## config.mk

```make
export PLATFORM = sky130hd
export DESIGN_NAME = cpec_core
export DESIGN_NICKNAME = d
export VERILOG_FILES = /design/src/logic/cpec_pkg.sv /design/src/logic/cpec_core.sv /design/src/logic/cpec_count_gate.sv /design/src/logic/cpec_counter64.sv
export SDC_FILE = /design/constraint.sdc
export NUM_CORES = 1
export LEC_CHECK = 0
export BUFFER_PORTS_ARGS = -buffer_cell sky130_fd_sc_hd__buf_2
export CORE_MARGIN = 2
export CORE_UTILIZATION = 35
export CTS_CLUSTER_SIZE = 25
export DETAILED_ROUTE_END_ITERATION = 10
export PLACE_DENSITY = 0.62
export SYNTH_ARGS = -nofsm -noshare
export SYNTH_HDL_FRONTEND = slang
export SYNTH_SLANG_ARGS = --single-unit
```

## constraint.sdc

```tcl
create_clock -name aclk -period 4.98 [get_ports aclk]
set_input_delay 1.245 -clock aclk [delete_from_list [all_inputs] [get_ports aclk]]
set_output_delay 1.245 -clock aclk [all_outputs]
set_load 0.01 [all_outputs]
```

## src/logic/cpec_pkg.sv

```systemverilog
package cpec_pkg;

  localparam int unsigned CPEC_ADDR_W = 6;
  localparam int unsigned CPEC_DATA_W = 32;

  localparam logic [5:0] OFF_CTRL0    = 6'h00;
  localparam logic [5:0] OFF_CNT0_LO  = 6'h04;
  localparam logic [5:0] OFF_CNT0_HI  = 6'h08;
  localparam logic [5:0] OFF_CTRL1    = 6'h0c;
  localparam logic [5:0] OFF_CNT1_LO  = 6'h10;
  localparam logic [5:0] OFF_CNT1_HI  = 6'h14;
  localparam logic [5:0] OFF_IRQ_STAT = 6'h18;
  localparam logic [5:0] OFF_IRQ_MASK = 6'h1c;
  localparam logic [5:0] OFF_CAUSE    = 6'h20;

  localparam int unsigned CTL_EXL_BIT = 0;
  localparam int unsigned CTL_K_BIT   = 1;
  localparam int unsigned CTL_S_BIT   = 2;
  localparam int unsigned CTL_U_BIT   = 3;
  localparam int unsigned CTL_EVT_LSB = 5;
  localparam int unsigned CTL_EVT_W   = 4;
  localparam int unsigned CAUSE_PCI_BIT = 0;

  localparam logic [31:0] CTRL0_RST    = 32'hc000_0000;
  localparam logic [31:0] CTRL1_RST    = 32'h4000_0000;
  localparam logic [31:0] CTRL_RW_MASK = 32'h0000_01ef;
  localparam logic [1:0]  IRQ_MASK_RST = 2'h0;

  localparam logic [1:0] PRIV_KERNEL = 2'h0;
  localparam logic [1:0] PRIV_SUPER  = 2'h1;
  localparam logic [1:0] PRIV_USER   = 2'h2;

  localparam logic [5:0] EXC_CODE_INT    = 6'h00;
  localparam logic [5:0] EXC_CODE_TLBR_A = 6'h22;
  localparam logic [5:0] EXC_CODE_TLBR_B = 6'h23;
  localparam logic [5:0] EXC_CODE_INTERN = 6'h3f;

  localparam logic [3:0] EV_CODE_0 = 4'h0;
  localparam logic [3:0] EV_CODE_1 = 4'h1;
  localparam logic [3:0] EV_CODE_2 = 4'h2;
  localparam logic [3:0] EV_CODE_3 = 4'h3;
  localparam logic [3:0] EV_CODE_4 = 4'h4;
  localparam logic [3:0] EV_CODE_5 = 4'h5;
  localparam logic [3:0] EV_CODE_6 = 4'h6;
  localparam logic [3:0] EV_CODE_7 = 4'h7;
  localparam logic [3:0] EV_CODE_8 = 4'h8;
  localparam logic [3:0] EV_CODE_9 = 4'h9;
  localparam logic [3:0] EV_CODE_A = 4'ha;
  localparam logic [3:0] EV_CODE_B = 4'hb;
  localparam logic [3:0] EV_CODE_C = 4'hc;
  localparam logic [3:0] EV_CODE_D = 4'hd;
  localparam logic [3:0] EV_CODE_E = 4'he;
  localparam logic [3:0] EV_CODE_F = 4'hf;

  localparam logic [1:0] RESP_OKAY   = 2'h0;
  localparam logic [1:0] RESP_SLVERR = 2'h2;

  // Byte-lane merge of a write into an old word
  function automatic logic [31:0] cpec_merge(input logic [31:0] old_val,
                                             input logic [31:0] new_val,
                                             input logic [3:0]  strb);
    logic [31:0] res;
    res = old_val;
    for (int i = 0; i < 4; i++)
    begin
      if (strb[i])
        res[i*8 +: 8] = new_val[i*8 +: 8];
    end
    return res;
  endfunction

endpackage

```

## src/logic/cpec_core.sv

```systemverilog
// Functional notes
// User qualifier: privilege 2, both levels clear; exception qualifier: exception set, error clear.
// Counter 0 codes 0-3 and 8: cycles, branches, jr, jr rs31, predicted branches.
// Counter 0: code 4 instruction cache misses, code 9 accepted memory reads.
// Counter 0: codes 5, 6, 7 issues to first ALU, memory unit, first FP ALU.
// Counter 0: codes a, b, c fixed-point, reorder, coprocessor queue full.
// Counter 0: code d refill exceptions 34/35, e code 0, f code 63.
// Counter 1 codes 0-3 and 8: commits, branch, jr, jr rs31, history mispredicts.
// Counter 1: code 4 data cache misses, 7 uncached accesses, 9 memory writes.
// Counter 1: code 5 second ALU issues, code 6 second FP ALU issues.
// Counter 1: code a floating-point queue full, code b branch queue full.
// Counter 1: code c instruction TLB misses, code d any exception.
// Counter 1: code e load speculation misses, code f queue load forwarding.
// Each counter is 64 bits, read/write, increments independently on qualified events.
// Counter top bit rising raises interrupt and sets cause pending bit.
// Kernel qualifier at privilege 0, supervisor at 1, both levels clear.
// Reset loads control 0 with c0000000 and control 1 with 40000000.
// Control holds a 4-bit event select; count only when a qualifier matches.
//
// The AXI4-Lite slave port and the register addresses were decided locally.
module cpec_core
  import cpec_pkg::*;
(
  input  wire logic        aclk,
  input  wire logic        aresetn,
  input  wire logic [5:0]  s_axi_awaddr,
  input  wire logic        s_axi_awvalid,
  output logic             s_axi_awready,
  input  wire logic [31:0] s_axi_wdata,
  input  wire logic [3:0]  s_axi_wstrb,
  input  wire logic        s_axi_wvalid,
  output logic             s_axi_wready,
  output logic [1:0]       s_axi_bresp,
  output logic             s_axi_bvalid,
  input  wire logic        s_axi_bready,
  input  wire logic [5:0]  s_axi_araddr,
  input  wire logic        s_axi_arvalid,
  output logic             s_axi_arready,
  output logic [31:0]      s_axi_rdata,
  output logic [1:0]       s_axi_rresp,
  output logic             s_axi_rvalid,
  input  wire logic        s_axi_rready,
  input  wire logic [1:0]  privilege_mode_field,
  input  wire logic        exception_level_bit,
  input  wire logic        error_level_bit,
  input  wire logic        branch_valid,
  input  wire logic        jr_valid,
  input  wire logic        jr31_valid,
  input  wire logic        bht_predict,
  input  wire logic        imiss_req_valid,
  input  wire logic        imiss_req_allow,
  input  wire logic        issue_alu0_valid,
  input  wire logic        issue_alu1_valid,
  input  wire logic        issue_mem_valid,
  input  wire logic        issue_falu0_valid,
  input  wire logic        issue_falu1_valid,
  input  wire logic        mem_rd_req_valid,
  input  wire logic        mem_rd_req_allow,
  input  wire logic        mem_wr_req_valid,
  input  wire logic        mem_wr_req_allow,
  input  wire logic        fix_queue_full,
  input  wire logic        reorder_queue_full,
  input  wire logic        cp0_queue_full,
  input  wire logic        fp_queue_full,
  input  wire logic        branch_queue_full,
  input  wire logic        exc_valid,
  input  wire logic [5:0]  exc_code,
  input  wire logic        exc_itlb_probe,
  input  wire logic        commit_valid,
  input  wire logic        branch_mispredict,
  input  wire logic        jr_mispredict,
  input  wire logic        jr31_mispredict,
  input  wire logic        bht_mispredict,
  input  wire logic        dmiss_req_valid,
  input  wire logic        dmiss_req_allow,
  input  wire logic        uncached_valid,
  input  wire logic        uncached_allow,
  input  wire logic        load_spec_miss,
  input  wire logic        cp0_fwd_valid,
  output logic             perf_irq,
  output logic             perf_pending
);
  import cpec_pkg::*;

  logic [31:0] ctrl0_reg;
  logic [31:0] ctrl1_reg;
  logic [15:0] ev0;
  logic [15:0] ev1;
  logic        qual0;
  logic        qual1;
  logic        cnt_en0;
  logic        cnt_en1;
  logic [63:0] cnt0;
  logic [63:0] cnt1;
  logic        ovf0;
  logic        ovf1;
  logic [1:0]  irq_stat_reg;
  logic [1:0]  irq_stat_next;
  logic [1:0]  irq_mask_reg;
  logic        pending_reg;
  logic        irq_reg;
  logic        aw_full_reg;
  logic        w_full_reg;
  logic [5:0]  wr_addr_reg;
  logic [31:0] wr_data_reg;
  logic [3:0]  wr_strb_reg;
  logic        awready_reg;
  logic        wready_reg;
  logic        bvalid_reg;
  logic [1:0]  bresp_reg;
  logic        arready_reg;
  logic        rvalid_reg;
  logic [31:0] rdata_reg;
  logic [1:0]  rresp_reg;
  logic        do_write;
  logic        wr_ctrl0;
  logic        wr_ctrl1;
  logic        wr_c0_lo;
  logic        wr_c0_hi;
  logic        wr_c1_lo;
  logic        wr_c1_hi;
  logic        wr_stat;
  logic        wr_mask;
  logic        wr_bad;
  logic [31:0] rd_data;
  logic        rd_bad;
  logic [31:0] wr_bits;

  // Counter 0 event vector
  always_comb
  begin
    ev0 = 16'h0;
    // cycles and branches
    ev0[EV_CODE_0] = 1'b1;
    ev0[EV_CODE_1] = branch_valid;
    ev0[EV_CODE_2] = jr_valid;
    ev0[EV_CODE_3] = jr31_valid;
    ev0[EV_CODE_8] = bht_predict;
    // misses and reads
    ev0[EV_CODE_4] = imiss_req_valid && imiss_req_allow;
    ev0[EV_CODE_9] = mem_rd_req_valid && mem_rd_req_allow;
    // issue per unit
    ev0[EV_CODE_5] = issue_alu0_valid;
    ev0[EV_CODE_6] = issue_mem_valid;
    ev0[EV_CODE_7] = issue_falu0_valid;
    // queue full
    ev0[EV_CODE_A] = fix_queue_full;
    ev0[EV_CODE_B] = reorder_queue_full;
    ev0[EV_CODE_C] = cp0_queue_full;
    // exception types
    ev0[EV_CODE_D] = exc_valid && (exc_code == EXC_CODE_TLBR_A || exc_code == EXC_CODE_TLBR_B);
    ev0[EV_CODE_E] = exc_valid && exc_code == EXC_CODE_INT;
    ev0[EV_CODE_F] = exc_valid && exc_code == EXC_CODE_INTERN;
  end

  // Counter 1 event vector
  always_comb
  begin
    ev1 = 16'h0;
    // commits and mispredicts
    ev1[EV_CODE_0] = commit_valid;
    ev1[EV_CODE_1] = branch_mispredict;
    ev1[EV_CODE_2] = jr_mispredict;
    ev1[EV_CODE_3] = jr31_mispredict;
    ev1[EV_CODE_8] = bht_mispredict;
    // misses and memory
    ev1[EV_CODE_4] = dmiss_req_valid && dmiss_req_allow;
    ev1[EV_CODE_7] = uncached_valid && uncached_allow;
    ev1[EV_CODE_9] = mem_wr_req_valid && mem_wr_req_allow;
    // second units
    ev1[EV_CODE_5] = issue_alu1_valid;
    ev1[EV_CODE_6] = issue_falu1_valid;
    // queue full
    ev1[EV_CODE_A] = fp_queue_full;
    ev1[EV_CODE_B] = branch_queue_full;
    // tlb and exceptions
    ev1[EV_CODE_C] = exc_valid && exc_itlb_probe;
    ev1[EV_CODE_D] = exc_valid;
    // speculation and forwarding
    ev1[EV_CODE_E] = load_spec_miss;
    ev1[EV_CODE_F] = cp0_fwd_valid;
  end

  cpec_count_gate u_gate0 (
    .events               (ev0),
    .event_sel            (ctrl0_reg[CTL_EVT_LSB +: CTL_EVT_W]),
    .qual_en              (ctrl0_reg[3:0]),
    .privilege_mode_field (privilege_mode_field),
    .exception_level_bit  (exception_level_bit),
    .error_level_bit      (error_level_bit),
    .qual_match           (qual0),
    .count_en             (cnt_en0)
  );

  cpec_count_gate u_gate1 (
    .events               (ev1),
    .event_sel            (ctrl1_reg[CTL_EVT_LSB +: CTL_EVT_W]),
    .qual_en              (ctrl1_reg[3:0]),
    .privilege_mode_field (privilege_mode_field),
    .exception_level_bit  (exception_level_bit),
    .error_level_bit      (error_level_bit),
    .qual_match           (qual1),
    .count_en             (cnt_en1)
  );

  cpec_counter64 u_cnt0 (
    .aclk         (aclk),
    .aresetn      (aresetn),
    .count_en     (cnt_en0),
    .wr_lo        (wr_c0_lo),
    .wr_hi        (wr_c0_hi),
    .wdata        (wr_data_reg),
    .wstrb        (wr_strb_reg),
    .count_reg    (cnt0),
    .overflow_reg (ovf0)
  );

  cpec_counter64 u_cnt1 (
    .aclk         (aclk),
    .aresetn      (aresetn),
    .count_en     (cnt_en1),
    .wr_lo        (wr_c1_lo),
    .wr_hi        (wr_c1_hi),
    .wdata        (wr_data_reg),
    .wstrb        (wr_strb_reg),
    .count_reg    (cnt1),
    .overflow_reg (ovf1)
  );

  // Write address decode
  always_comb
  begin
    do_write = aw_full_reg && w_full_reg && !bvalid_reg;
    wr_ctrl0 = 1'b0;
    wr_ctrl1 = 1'b0;
    wr_c0_lo = 1'b0;
    wr_c0_hi = 1'b0;
    wr_c1_lo = 1'b0;
    wr_c1_hi = 1'b0;
    wr_stat  = 1'b0;
    wr_mask  = 1'b0;
    wr_bad   = 1'b0;
    if (wr_addr_reg == OFF_CTRL0)
      wr_ctrl0 = do_write;
    else if (wr_addr_reg == OFF_CTRL1)
      wr_ctrl1 = do_write;
    else if (wr_addr_reg == OFF_CNT0_LO)
      wr_c0_lo = do_write;
    else if (wr_addr_reg == OFF_CNT0_HI)
      wr_c0_hi = do_write;
    else if (wr_addr_reg == OFF_CNT1_LO)
      wr_c1_lo = do_write;
    else if (wr_addr_reg == OFF_CNT1_HI)
      wr_c1_hi = do_write;
    else if (wr_addr_reg == OFF_IRQ_STAT)
      wr_stat = do_write;
    else if (wr_addr_reg == OFF_IRQ_MASK)
      wr_mask = do_write;
    else if (wr_addr_reg != OFF_CAUSE)
      wr_bad = 1'b1;
  end

  // Control registers
  always_ff @(posedge aclk)
  begin
    // reset values
    if (!aresetn)
    begin
      ctrl0_reg <= CTRL0_RST;
      ctrl1_reg <= CTRL1_RST;
    end
    else
    begin
      // event select writable
      if (wr_ctrl0)
        ctrl0_reg <= (cpec_merge(ctrl0_reg, wr_data_reg, wr_strb_reg) & CTRL_RW_MASK) | CTRL0_RST;
      if (wr_ctrl1)
        ctrl1_reg <= (cpec_merge(ctrl1_reg, wr_data_reg, wr_strb_reg) & CTRL_RW_MASK) | CTRL1_RST;
    end
  end

  // Sticky status, set wins over clear
  always_comb
  begin
    wr_bits       = cpec_merge(32'h0, wr_data_reg, wr_strb_reg);
    irq_stat_next = irq_stat_reg;
    if (wr_stat)
      irq_stat_next = irq_stat_reg & ~wr_bits[1:0];
    irq_stat_next = irq_stat_next | {ovf1, ovf0};
  end

  always_ff @(posedge aclk)
  begin
    if (!aresetn)
    begin
      irq_stat_reg <= 2'h0;
      irq_mask_reg <= IRQ_MASK_RST;
      irq_reg      <= 1'b0;
      pending_reg  <= 1'b0;
    end
    else
    begin
      // overflow interrupt
      irq_stat_reg <= irq_stat_next;
      if (wr_mask)
        irq_mask_reg <= wr_bits[1:0];
      irq_reg     <= |(irq_stat_reg & irq_mask_reg);
      pending_reg <= |irq_stat_reg;
    end
  end

  // Write channel
  always_ff @(posedge aclk)
  begin
    if (!aresetn)
    begin
      aw_full_reg <= 1'b0;
      w_full_reg  <= 1'b0;
      awready_reg <= 1'b1;
      wready_reg  <= 1'b1;
      bvalid_reg  <= 1'b0;
      bresp_reg   <= RESP_OKAY;
      wr_addr_reg <= 6'h0;
      wr_data_reg <= 32'h0;
      wr_strb_reg <= 4'h0;
    end
    else
    begin
      if (s_axi_awvalid && awready_reg)
      begin
        aw_full_reg <= 1'b1;
        awready_reg <= 1'b0;
        wr_addr_reg <= {s_axi_awaddr[5:2], 2'b00};
      end
      if (s_axi_wvalid && wready_reg)
      begin
        w_full_reg  <= 1'b1;
        wready_reg  <= 1'b0;
        wr_data_reg <= s_axi_wdata;
        wr_strb_reg <= s_axi_wstrb;
      end
      if (do_write)
      begin
        aw_full_reg <= 1'b0;
        w_full_reg  <= 1'b0;
        bvalid_reg  <= 1'b1;
        bresp_reg   <= wr_bad ? RESP_SLVERR : RESP_OKAY;
      end
      if (bvalid_reg && s_axi_bready)
      begin
        bvalid_reg  <= 1'b0;
        awready_reg <= 1'b1;
        wready_reg  <= 1'b1;
      end
    end
  end

  // Read decode
  always_comb
  begin
    rd_data = 32'h0;
    rd_bad  = 1'b0;
    if (s_axi_araddr[5:2] == OFF_CTRL0[5:2])
      rd_data = ctrl0_reg;
    else if (s_axi_araddr[5:2] == OFF_CTRL1[5:2])
      rd_data = ctrl1_reg;
    // readable counters
    else if (s_axi_araddr[5:2] == OFF_CNT0_LO[5:2])
      rd_data = cnt0[31:0];
    else if (s_axi_araddr[5:2] == OFF_CNT0_HI[5:2])
      rd_data = cnt0[63:32];
    else if (s_axi_araddr[5:2] == OFF_CNT1_LO[5:2])
      rd_data = cnt1[31:0];
    else if (s_axi_araddr[5:2] == OFF_CNT1_HI[5:2])
      rd_data = cnt1[63:32];
    else if (s_axi_araddr[5:2] == OFF_IRQ_STAT[5:2])
      rd_data = {30'h0, irq_stat_reg};
    else if (s_axi_araddr[5:2] == OFF_IRQ_MASK[5:2])
      rd_data = {30'h0, irq_mask_reg};
    // cause pending bit
    else if (s_axi_araddr[5:2] == OFF_CAUSE[5:2])
      rd_data[CAUSE_PCI_BIT] = pending_reg;
    else
      rd_bad = 1'b1;
  end

  // Read channel
  always_ff @(posedge aclk)
  begin
    if (!aresetn)
    begin
      arready_reg <= 1'b1;
      rvalid_reg  <= 1'b0;
      rdata_reg   <= 32'h0;
      rresp_reg   <= RESP_OKAY;
    end
    else if (s_axi_arvalid && arready_reg)
    begin
      arready_reg <= 1'b0;
      rvalid_reg  <= 1'b1;
      rdata_reg   <= rd_data;
      rresp_reg   <= rd_bad ? RESP_SLVERR : RESP_OKAY;
    end
    else if (rvalid_reg && s_axi_rready)
    begin
      arready_reg <= 1'b1;
      rvalid_reg  <= 1'b0;
    end
  end

  assign s_axi_awready = awready_reg;
  assign s_axi_wready  = wready_reg;
  assign s_axi_bvalid  = bvalid_reg;
  assign s_axi_bresp   = bresp_reg;
  assign s_axi_arready = arready_reg;
  assign s_axi_rvalid  = rvalid_reg;
  assign s_axi_rdata   = rdata_reg;
  assign s_axi_rresp   = rresp_reg;
  assign perf_irq      = irq_reg;
  assign perf_pending  = pending_reg;
endmodule

```

## src/logic/cpec_count_gate.sv

```systemverilog
module cpec_count_gate
  import cpec_pkg::*;
(
  input  wire logic [15:0] events,
  input  wire logic [3:0]  event_sel,
  input  wire logic [3:0]  qual_en,
  input  wire logic [1:0]  privilege_mode_field,
  input  wire logic        exception_level_bit,
  input  wire logic        error_level_bit,
  output logic             qual_match,
  output logic             count_en
);
  import cpec_pkg::*;

  logic normal_lvl;

  always_comb
  begin
    normal_lvl = !exception_level_bit && !error_level_bit;
    qual_match = 1'b0;
    // kernel and supervisor
    if (qual_en[CTL_K_BIT] && normal_lvl && privilege_mode_field == PRIV_KERNEL)
      qual_match = 1'b1;
    if (qual_en[CTL_S_BIT] && normal_lvl && privilege_mode_field == PRIV_SUPER)
      qual_match = 1'b1;
    // user and exception level
    if (qual_en[CTL_U_BIT] && normal_lvl && privilege_mode_field == PRIV_USER)
      qual_match = 1'b1;
    if (qual_en[CTL_EXL_BIT] && exception_level_bit && !error_level_bit)
      qual_match = 1'b1;
    // select event, gate by qualifier
    count_en = qual_match && events[event_sel];
  end

endmodule

```

## src/logic/cpec_counter64.sv

```systemverilog
module cpec_counter64
  import cpec_pkg::*;
(
  input  wire logic        aclk,
  input  wire logic        aresetn,
  input  wire logic        count_en,
  input  wire logic        wr_lo,
  input  wire logic        wr_hi,
  input  wire logic [31:0] wdata,
  input  wire logic [3:0]  wstrb,
  output logic [63:0]      count_reg,
  output logic             overflow_reg
);
  import cpec_pkg::*;

  logic [63:0] count_next;

  always_comb
  begin
    count_next = count_reg;
    // increment by one
    if (count_en)
      count_next = count_reg + 64'h1;
    if (wr_lo)
      count_next[31:0] = cpec_merge(count_reg[31:0], wdata, wstrb);
    if (wr_hi)
      count_next[63:32] = cpec_merge(count_reg[63:32], wdata, wstrb);
  end

  always_ff @(posedge aclk)
  begin
    if (!aresetn)
    begin
      count_reg    <= 64'h0;
      overflow_reg <= 1'b0;
    end
    else
    begin
      count_reg    <= count_next;
      // top bit rises
      overflow_reg <= !count_reg[63] && count_next[63];
    end
  end

endmodule

```

---- Yosys cells after proc, flatten, opt, wreduce, memory -nomap -nowiden ----
Index checks and enable logic that the tools add are counted.
W data, S select, Z words.
storage, ports and cells
  register bits after elaboration ......... 235
  word-level logic and storage cells ...... 259
  input bits .............................. 98
  output and inout bits ................... 43
cells by class
  $lt $le $gt $ge ......................... 2
  muxes and demuxes ....................... 96
  bitwise logic cells ..................... 5
  equality and inequality tests ........... 37
  $add $sub $neg .......................... 2
  reductions and logical operators ........ 76
operators by type and width
  operator                 number
  $mux W32                 10
  $add A64 B1 Y64 const B  2
  $mux W64                 2
  $mux W1                  71
  $mux W8                  6
  $reduce_and A2 Y1        20
  $logic_and A1 B1 Y1      37
  $eq A4 B3 Y1 const B     8
  $ne A2 B2 Y1 const B     16
  $eq A6 B6 Y1 const B     3
  $eq A4 B2 Y1 const B     4
  $logic_not A6 Y1         2
  $lt A4 B5 Y1 const B     2
  $mux W2                  5
  $reduce_bool A2 Y1       5
  $bmux W1 S4              2
  $eq A4 B1 Y1 const B     2
  $reduce_or A2 Y1         4
  $logic_not A1 Y1         5
  $and A2 B2 Y2            2
  $eq A4 B4 Y1 const B     1
  $logic_not A4 Y1         1
  $ne A4 B4 Y1 const B     1
  $eq A2 B1 Y1 const B     1
  other kinds (6)          6

---- Depth between registers and ports, before layout ----
  depth after elaboration ................. 12
  depth in mapped cells ................... 10
  depth with buffers taken out ............ 8

---- Modules after synthesis ----
A second synthesis with hierarchy kept.
unflattened totals
  cell total of the unflattened synthesis .. 1,584
  area total of the unflattened synthesis .. 13,121.3 um^2
by module, submodules not included
  module           seq. area each (um^2)  cells each  area each (um^2)  instances
  cpec_counter64   1,301.2                478         3,895.0           2
  cpec_core        2,062.0                606         4,986.0           1
  cpec_count_gate  0.0                    11          172.7             2

---- Worst setup path before layout ----
Ideal clock, no wire load.
  path type ............................... input -> register
  start ................................... input branch_mispredict
  end ..................................... register u_cnt1.count_reg[29]
  library setup time ...................... 0.103 ns
  path slack .............................. 1.663 ns
  required time ........................... 4.877 ns
  buffers on the path ..................... 1
  arrival ................................. 3.214 ns
  stages .................................. 8
  path through ............................ mux4_1 > and2b_1 > a311oi_4 > or4_1 > buf_2 > nor2_1 > and4_1 > a2111oi_2
on the way
  word-level cells in the longest chain between the ends .. 5
RTL lines
  element                              RTL line               text
  from (decl)                          cpec_core.sv:70        input wire logic branch_mispredict,
  $bmux W1 S4                          cpec_count_gate.sv:32  count_en = qual_match && events[event_sel];
  $mux W1 (implied by the code)        cpec_count_gate.sv:32
  $logic_and A1 B1 Y1                  cpec_count_gate.sv:32
  $reduce_bool A2 Y1 (no source line)  --
  $reduce_and A2 Y1 (no source line)   --
  to (signal assigned)                 cpec_counter64.sv:39   count_reg <= count_next;
  to (decl)                            cpec_counter64.sv:11   output logic [63:0] count_reg,
Every way passes these cells. The select of a mux whose other input is x is not followed.
A chain may end at the register's enable or synchronous reset.

---- Worst setup path after layout ----
  start ................................... register u_cnt1.count_reg[5]
  end ..................................... register u_cnt1.count_reg[41]
on the way
  word-level cells in the longest chain between the ends .. 3
RTL lines
  element          RTL line              text
  $add A64 B1 Y64  cpec_counter64.sv:23  count_next = count_reg + 64'h1;
  $mux W64         cpec_counter64.sv:22  if (count_en)
  $mux W32         cpec_counter64.sv:26  if (wr_hi)
Every way passes these cells. The select of a mux whose other input is x is not followed.

==> impl_summary.md <==
Run status
The run finished with clean final reports.

Worst setup path
The start-to-end type of the worst setup path is reg -> reg. The critical path required time is 5.43 ns. The startpoint identified for the worst register-to-register timing path is u_cnt1.count_reg[5].

The cell depth of the worst flop-to-flop path is 9. Walking the worst path, the cells encountered are nand4_1, nor4_1, buf_4, nand4_1, nor4_1, buf_4, nand2_1, and3_1, o31a_1. The maximum fanout along the worst path is 8. The startpoint type of the worst setup path is a register. Data on the critical path arrives at its endpoint at 4.24 ns. The worst-case register-to-register setup slack is 1.19 ns. The worst stage delay on the critical path is 1.04 ns.

The type of element capturing the critical path is a register. The end of the worst register-to-register path is u_cnt1.count_reg[41]. The slowest stage of the critical path belongs to the cell sky130_fd_sc_hd__nor4_1.

Clocking
TritonCTS built the clock tree. The count of hold-fix buffers inserted at cts is 0. The number of buffers inserted to repair setup after CTS is 0. The clock reaches the later pin of the worst-skew pair after 0.56 ns.

The number of clock sinks is 233. The clock passes through at most 3 buffers. After clock tree synthesis, the repair step resized 0 gates. CTS built an H-tree with a depth of 1. The clock tree root buffer cell is sky130_fd_sc_hd__clkbuf_16.

The number of buffers added by the clock tree synthesis step is 26. After clock tree synthesis, the clock-pin slew on the worst setup and hold paths is 0.07 ns.

Layout
The post-layout instance area is 0.0142 mm². Cells with a size suffix above 1 make up 13.7% of the layout. The area of the multi-input gates is 0.00715 mm². The net count of the finished layout is 1,769. The area added between synthesis and finish is 15.6%. The final-layout fill cell count is 3,515.

The final instance count without filler cells is 2,142. The core occupancy in the finished layout is 41.1%. Leaving out fill and tap cells, the most frequent cell in the layout is sky130_fd_sc_hd__dfxtp_1. Summing all flip-flop and latch instances after layout gives 0.00466 mm². In the layout the commonest cells are 233 x sky130_fd_sc_hd__dfxtp_1, 223 x sky130_fd_sc_hd__nand2_1, 164 x sky130_fd_sc_hd__a21oi_1, 134 x sky130_fd_sc_hd__buf_2, 121 x sky130_fd_sc_hd__nor2_1.

Detailed routing
In the routed design, unresolved DRC markers number 0. The routed length per placed instance is 21.9 µm. The routed wire length on met3 is 4940 µm. The total routed wirelength is 46,800 µm. The met2 layer wire length in the routed design is 20,300 µm. The number of DRC violations after detailed-routing iteration 0 is 1,469. Once detail routing completed, the nets flagged for antenna violations numbered 0.

Summing over every cut layer, the via total after detailed routing is 13,256. After detailed routing, the number of vias per cell comes to 6.19. The first detailed-routing pass took 6 iterations. The top layer used by detailed routing is met4. For this block, wires on met1 add up to 19,700 µm.

Placed design
The placed instance area is 0.0134 mm². The final weighted congestion in routability-driven placement is 0.927. The placed instance count is 2,096. OpenSTA, run right after detailed placement, puts the worst setup slack at 0.777 ns.

The count of buffers from port buffering is 134. The placed wire-length estimate after detailed placement is 33,500 µm.

STA
The clock tree skew after final layout is 0.0284 ns. The hold violation total from the final report is 0. The post-route clock period utilization is 76.2%.

Setup repair after global routing left no endpoint under its margin. The worst setup margin is 1.19 ns. The max-slew headroom at the worst pin is 12.1%. The setup TNS is 0 ns. The maximum clock frequency is 0.264 GHz. The minimum clock period after layout is 3.79 ns. The transition time of the tightest slew-check pin is 1.31 ns. Setup violations remaining at the end of the flow were counted as 0. The final number of max-transition violations was 0.

Run
Across the run, the number of max-cap violations was 0.

Floorplanning
The starting density of the core is 35.5%. The horizontal extent of the die is 192 µm. The y dimension of the die is 192 µm.

Row generation in the floorplan step produced 68 rows. The placeable core area is 0.0346 mm². The total I/O pin count is 141. The full die area is 0.0367 mm².

Synthesis
By area the synthesized netlist is led by sky130_fd_sc_hd__dfxtp_1 38%, sky130_fd_sc_hd__nand2_1 6.8%, sky130_fd_sc_hd__a21oi_1 6.7%. After technology mapping, the gate count stands at 1,586. Summing the sequential cell areas from Yosys gives 37.9% of the chip area. Counting flops with a built-in enable in the synthesized netlist gives 0.

In this run, synthesis produced a sequential element count of 233. The cell area after technology mapping is 0.0123 mm². The mean instance size in the synthesized netlist is 7.76 µm². Counting distinct cell types in the post-synthesis netlist gives 81. After synthesis, the share of flip-flops with an asynchronous set or reset is 0%.

The most used flip-flop cell after synthesis is sky130_fd_sc_hd__dfxtp_1. The proportion of netlist area held by the largest area contributor is 37.9%. The cell accounting for the most synthesized area is sky130_fd_sc_hd__dfxtp_1. Yosys printed 0 warnings.

GRT
The number of global-route vias before repair is 12,182. Across every metal layer, demand over resource in global routing totals 25.1%. The first global-routing pass estimated 71,700 µm of wire. The initial antenna violation count is 0.

Entering global routing, the biggest net connects 92 pins. The total congestion overflow after global routing is 0.

Min path
The worst hold path class is reg -> reg. The cell count of the worst hold path is 2. The path with the worst hold slack has its endpoint at s_axi_rdata[14].

The worst hold path begins at s_axi_rdata[14].

Power and ir drop
The leakage dissipation is 4.83 nW. The worst-case IR drop observed on VDD is 0.230 mV. Power spread over the standard cell area amounts to 291 mW/mm².
-- final cells by class --
| cell class | instances | area share, % |
|---|---|---|
| Antenna cell | 1 | 0.0176 |
| Clock buffer | 39 | 5.41 |
| Sequential cell | 233 | 32.8 |
| Inverter | 25 | 0.677 |
| Timing Repair Buffer | 164 | 6.38 |
| Tap cell | 455 | 4.00 |
| Clock inverter | 6 | 0.510 |
| Multi-Input combinational cell | 1219 | 50.2 |
-- through the flow --
stage / total power, mW / hold slack, ns
finish: 4.14 / 0.481
global route: 4.26 / 0.503
CTS: 4.15 / 0.483
detailed placement: 2.25 / 0.472
global placement: 2.24 / 0.462
floorplan: 2.11 / 0.413
-- metal layers --
| metal | global-route usage, % | up-vias |
|---|---|---|
| li1 | - | 6178 |
| met1 | 33.7 | 6275 |
| met2 | 38.5 | 683 |
| met3 | 6.04 | 120 |
| met4 | 9.91 | 0 |
| met5 | 0 | - |
-- cell families after synthesis --
kind of cell / Yosys count / synth area share (%)
AO/OA/AOI/OAI: 512 / 28.0
multiplexers: 33 / 2.87
adder cells (fa/ha/maj): 2 / 0.203
XOR/XNOR: 3 / 0.213
flip-flops: 233 / 37.9
AND/OR/NAND/NOR: 667 / 26.5
other: 1 / 0.0305
buffers and inverters: 135 / 4.32
-- worst max-delay path: cells and delay by family, from the launching register on --
kind            cells  cell delay (ns)
buf+inv             2             0.51
compound gates      1             0.28
simple gates        6             2.42
flops               1             0.46
-- how the worst max path moves through the flow --
stage / to / startpoint / slack, ns / depth (start not counted)
finish: u_cnt1.count_reg[41] / u_cnt1.count_reg[5] / 1.19 / 9
floorplan: u_cnt1.count_reg[29] / branch_mispredict / 1.66 / 8
global placement: u_cnt1.count_reg[41] / dmiss_req_valid / 0.82 / 9
CTS: u_cnt1.count_reg[41] / u_cnt1.count_reg[5] / 1.25 / 9
global route: u_cnt1.count_reg[41] / u_cnt1.count_reg[5] / 0.99 / 9
detailed placement: u_cnt1.count_reg[41] / privilege_mode_field[1] / 0.78 / 9
-- synth_stat cells (7+ instances only) --
cell                       count
sky130_fd_sc_hd__o311ai_0      8
sky130_fd_sc_hd__nand3_1      74
sky130_fd_sc_hd__nand2b_1      7
sky130_fd_sc_hd__a31oi_1      35
sky130_fd_sc_hd__nand4_1      35
sky130_fd_sc_hd__o21a_1        9
sky130_fd_sc_hd__o211ai_1     22
sky130_fd_sc_hd__o221ai_1      8
sky130_fd_sc_hd__and4_1       10
sky130_fd_sc_hd__o21ai_0      73
sky130_fd_sc_hd__dfxtp_1     233
sky130_fd_sc_hd__a22oi_1      13
sky130_fd_sc_hd__and2_1       28
sky130_fd_sc_hd__clkbuf_1     93
sky130_fd_sc_hd__o31ai_1      10
sky130_fd_sc_hd__o31a_1        9
sky130_fd_sc_hd__and3_1       46
sky130_fd_sc_hd__inv_1        24
sky130_fd_sc_hd__mux2i_1      27
sky130_fd_sc_hd__a311oi_1     30
sky130_fd_sc_hd__o22ai_1       9
sky130_fd_sc_hd__nor3_1       51
sky130_fd_sc_hd__a211oi_1     44
sky130_fd_sc_hd__nand2_1     223
sky130_fd_sc_hd__nor4_1       18
sky130_fd_sc_hd__or3_1        19
sky130_fd_sc_hd__a222oi_1     32
sky130_fd_sc_hd__nor2_1      122
sky130_fd_sc_hd__a21oi_1     164
-- report_power, final --
group / switching (mW) / total [mW] / internal (mW)
Clock: 0.812 / 1.93 / 1.12
Sequential: 0.0638 / 1.96 / 1.89
Combinational: 0.170 / 0.257 / 0.0869
No activity file was read; power rests on OpenSTA's default activity.
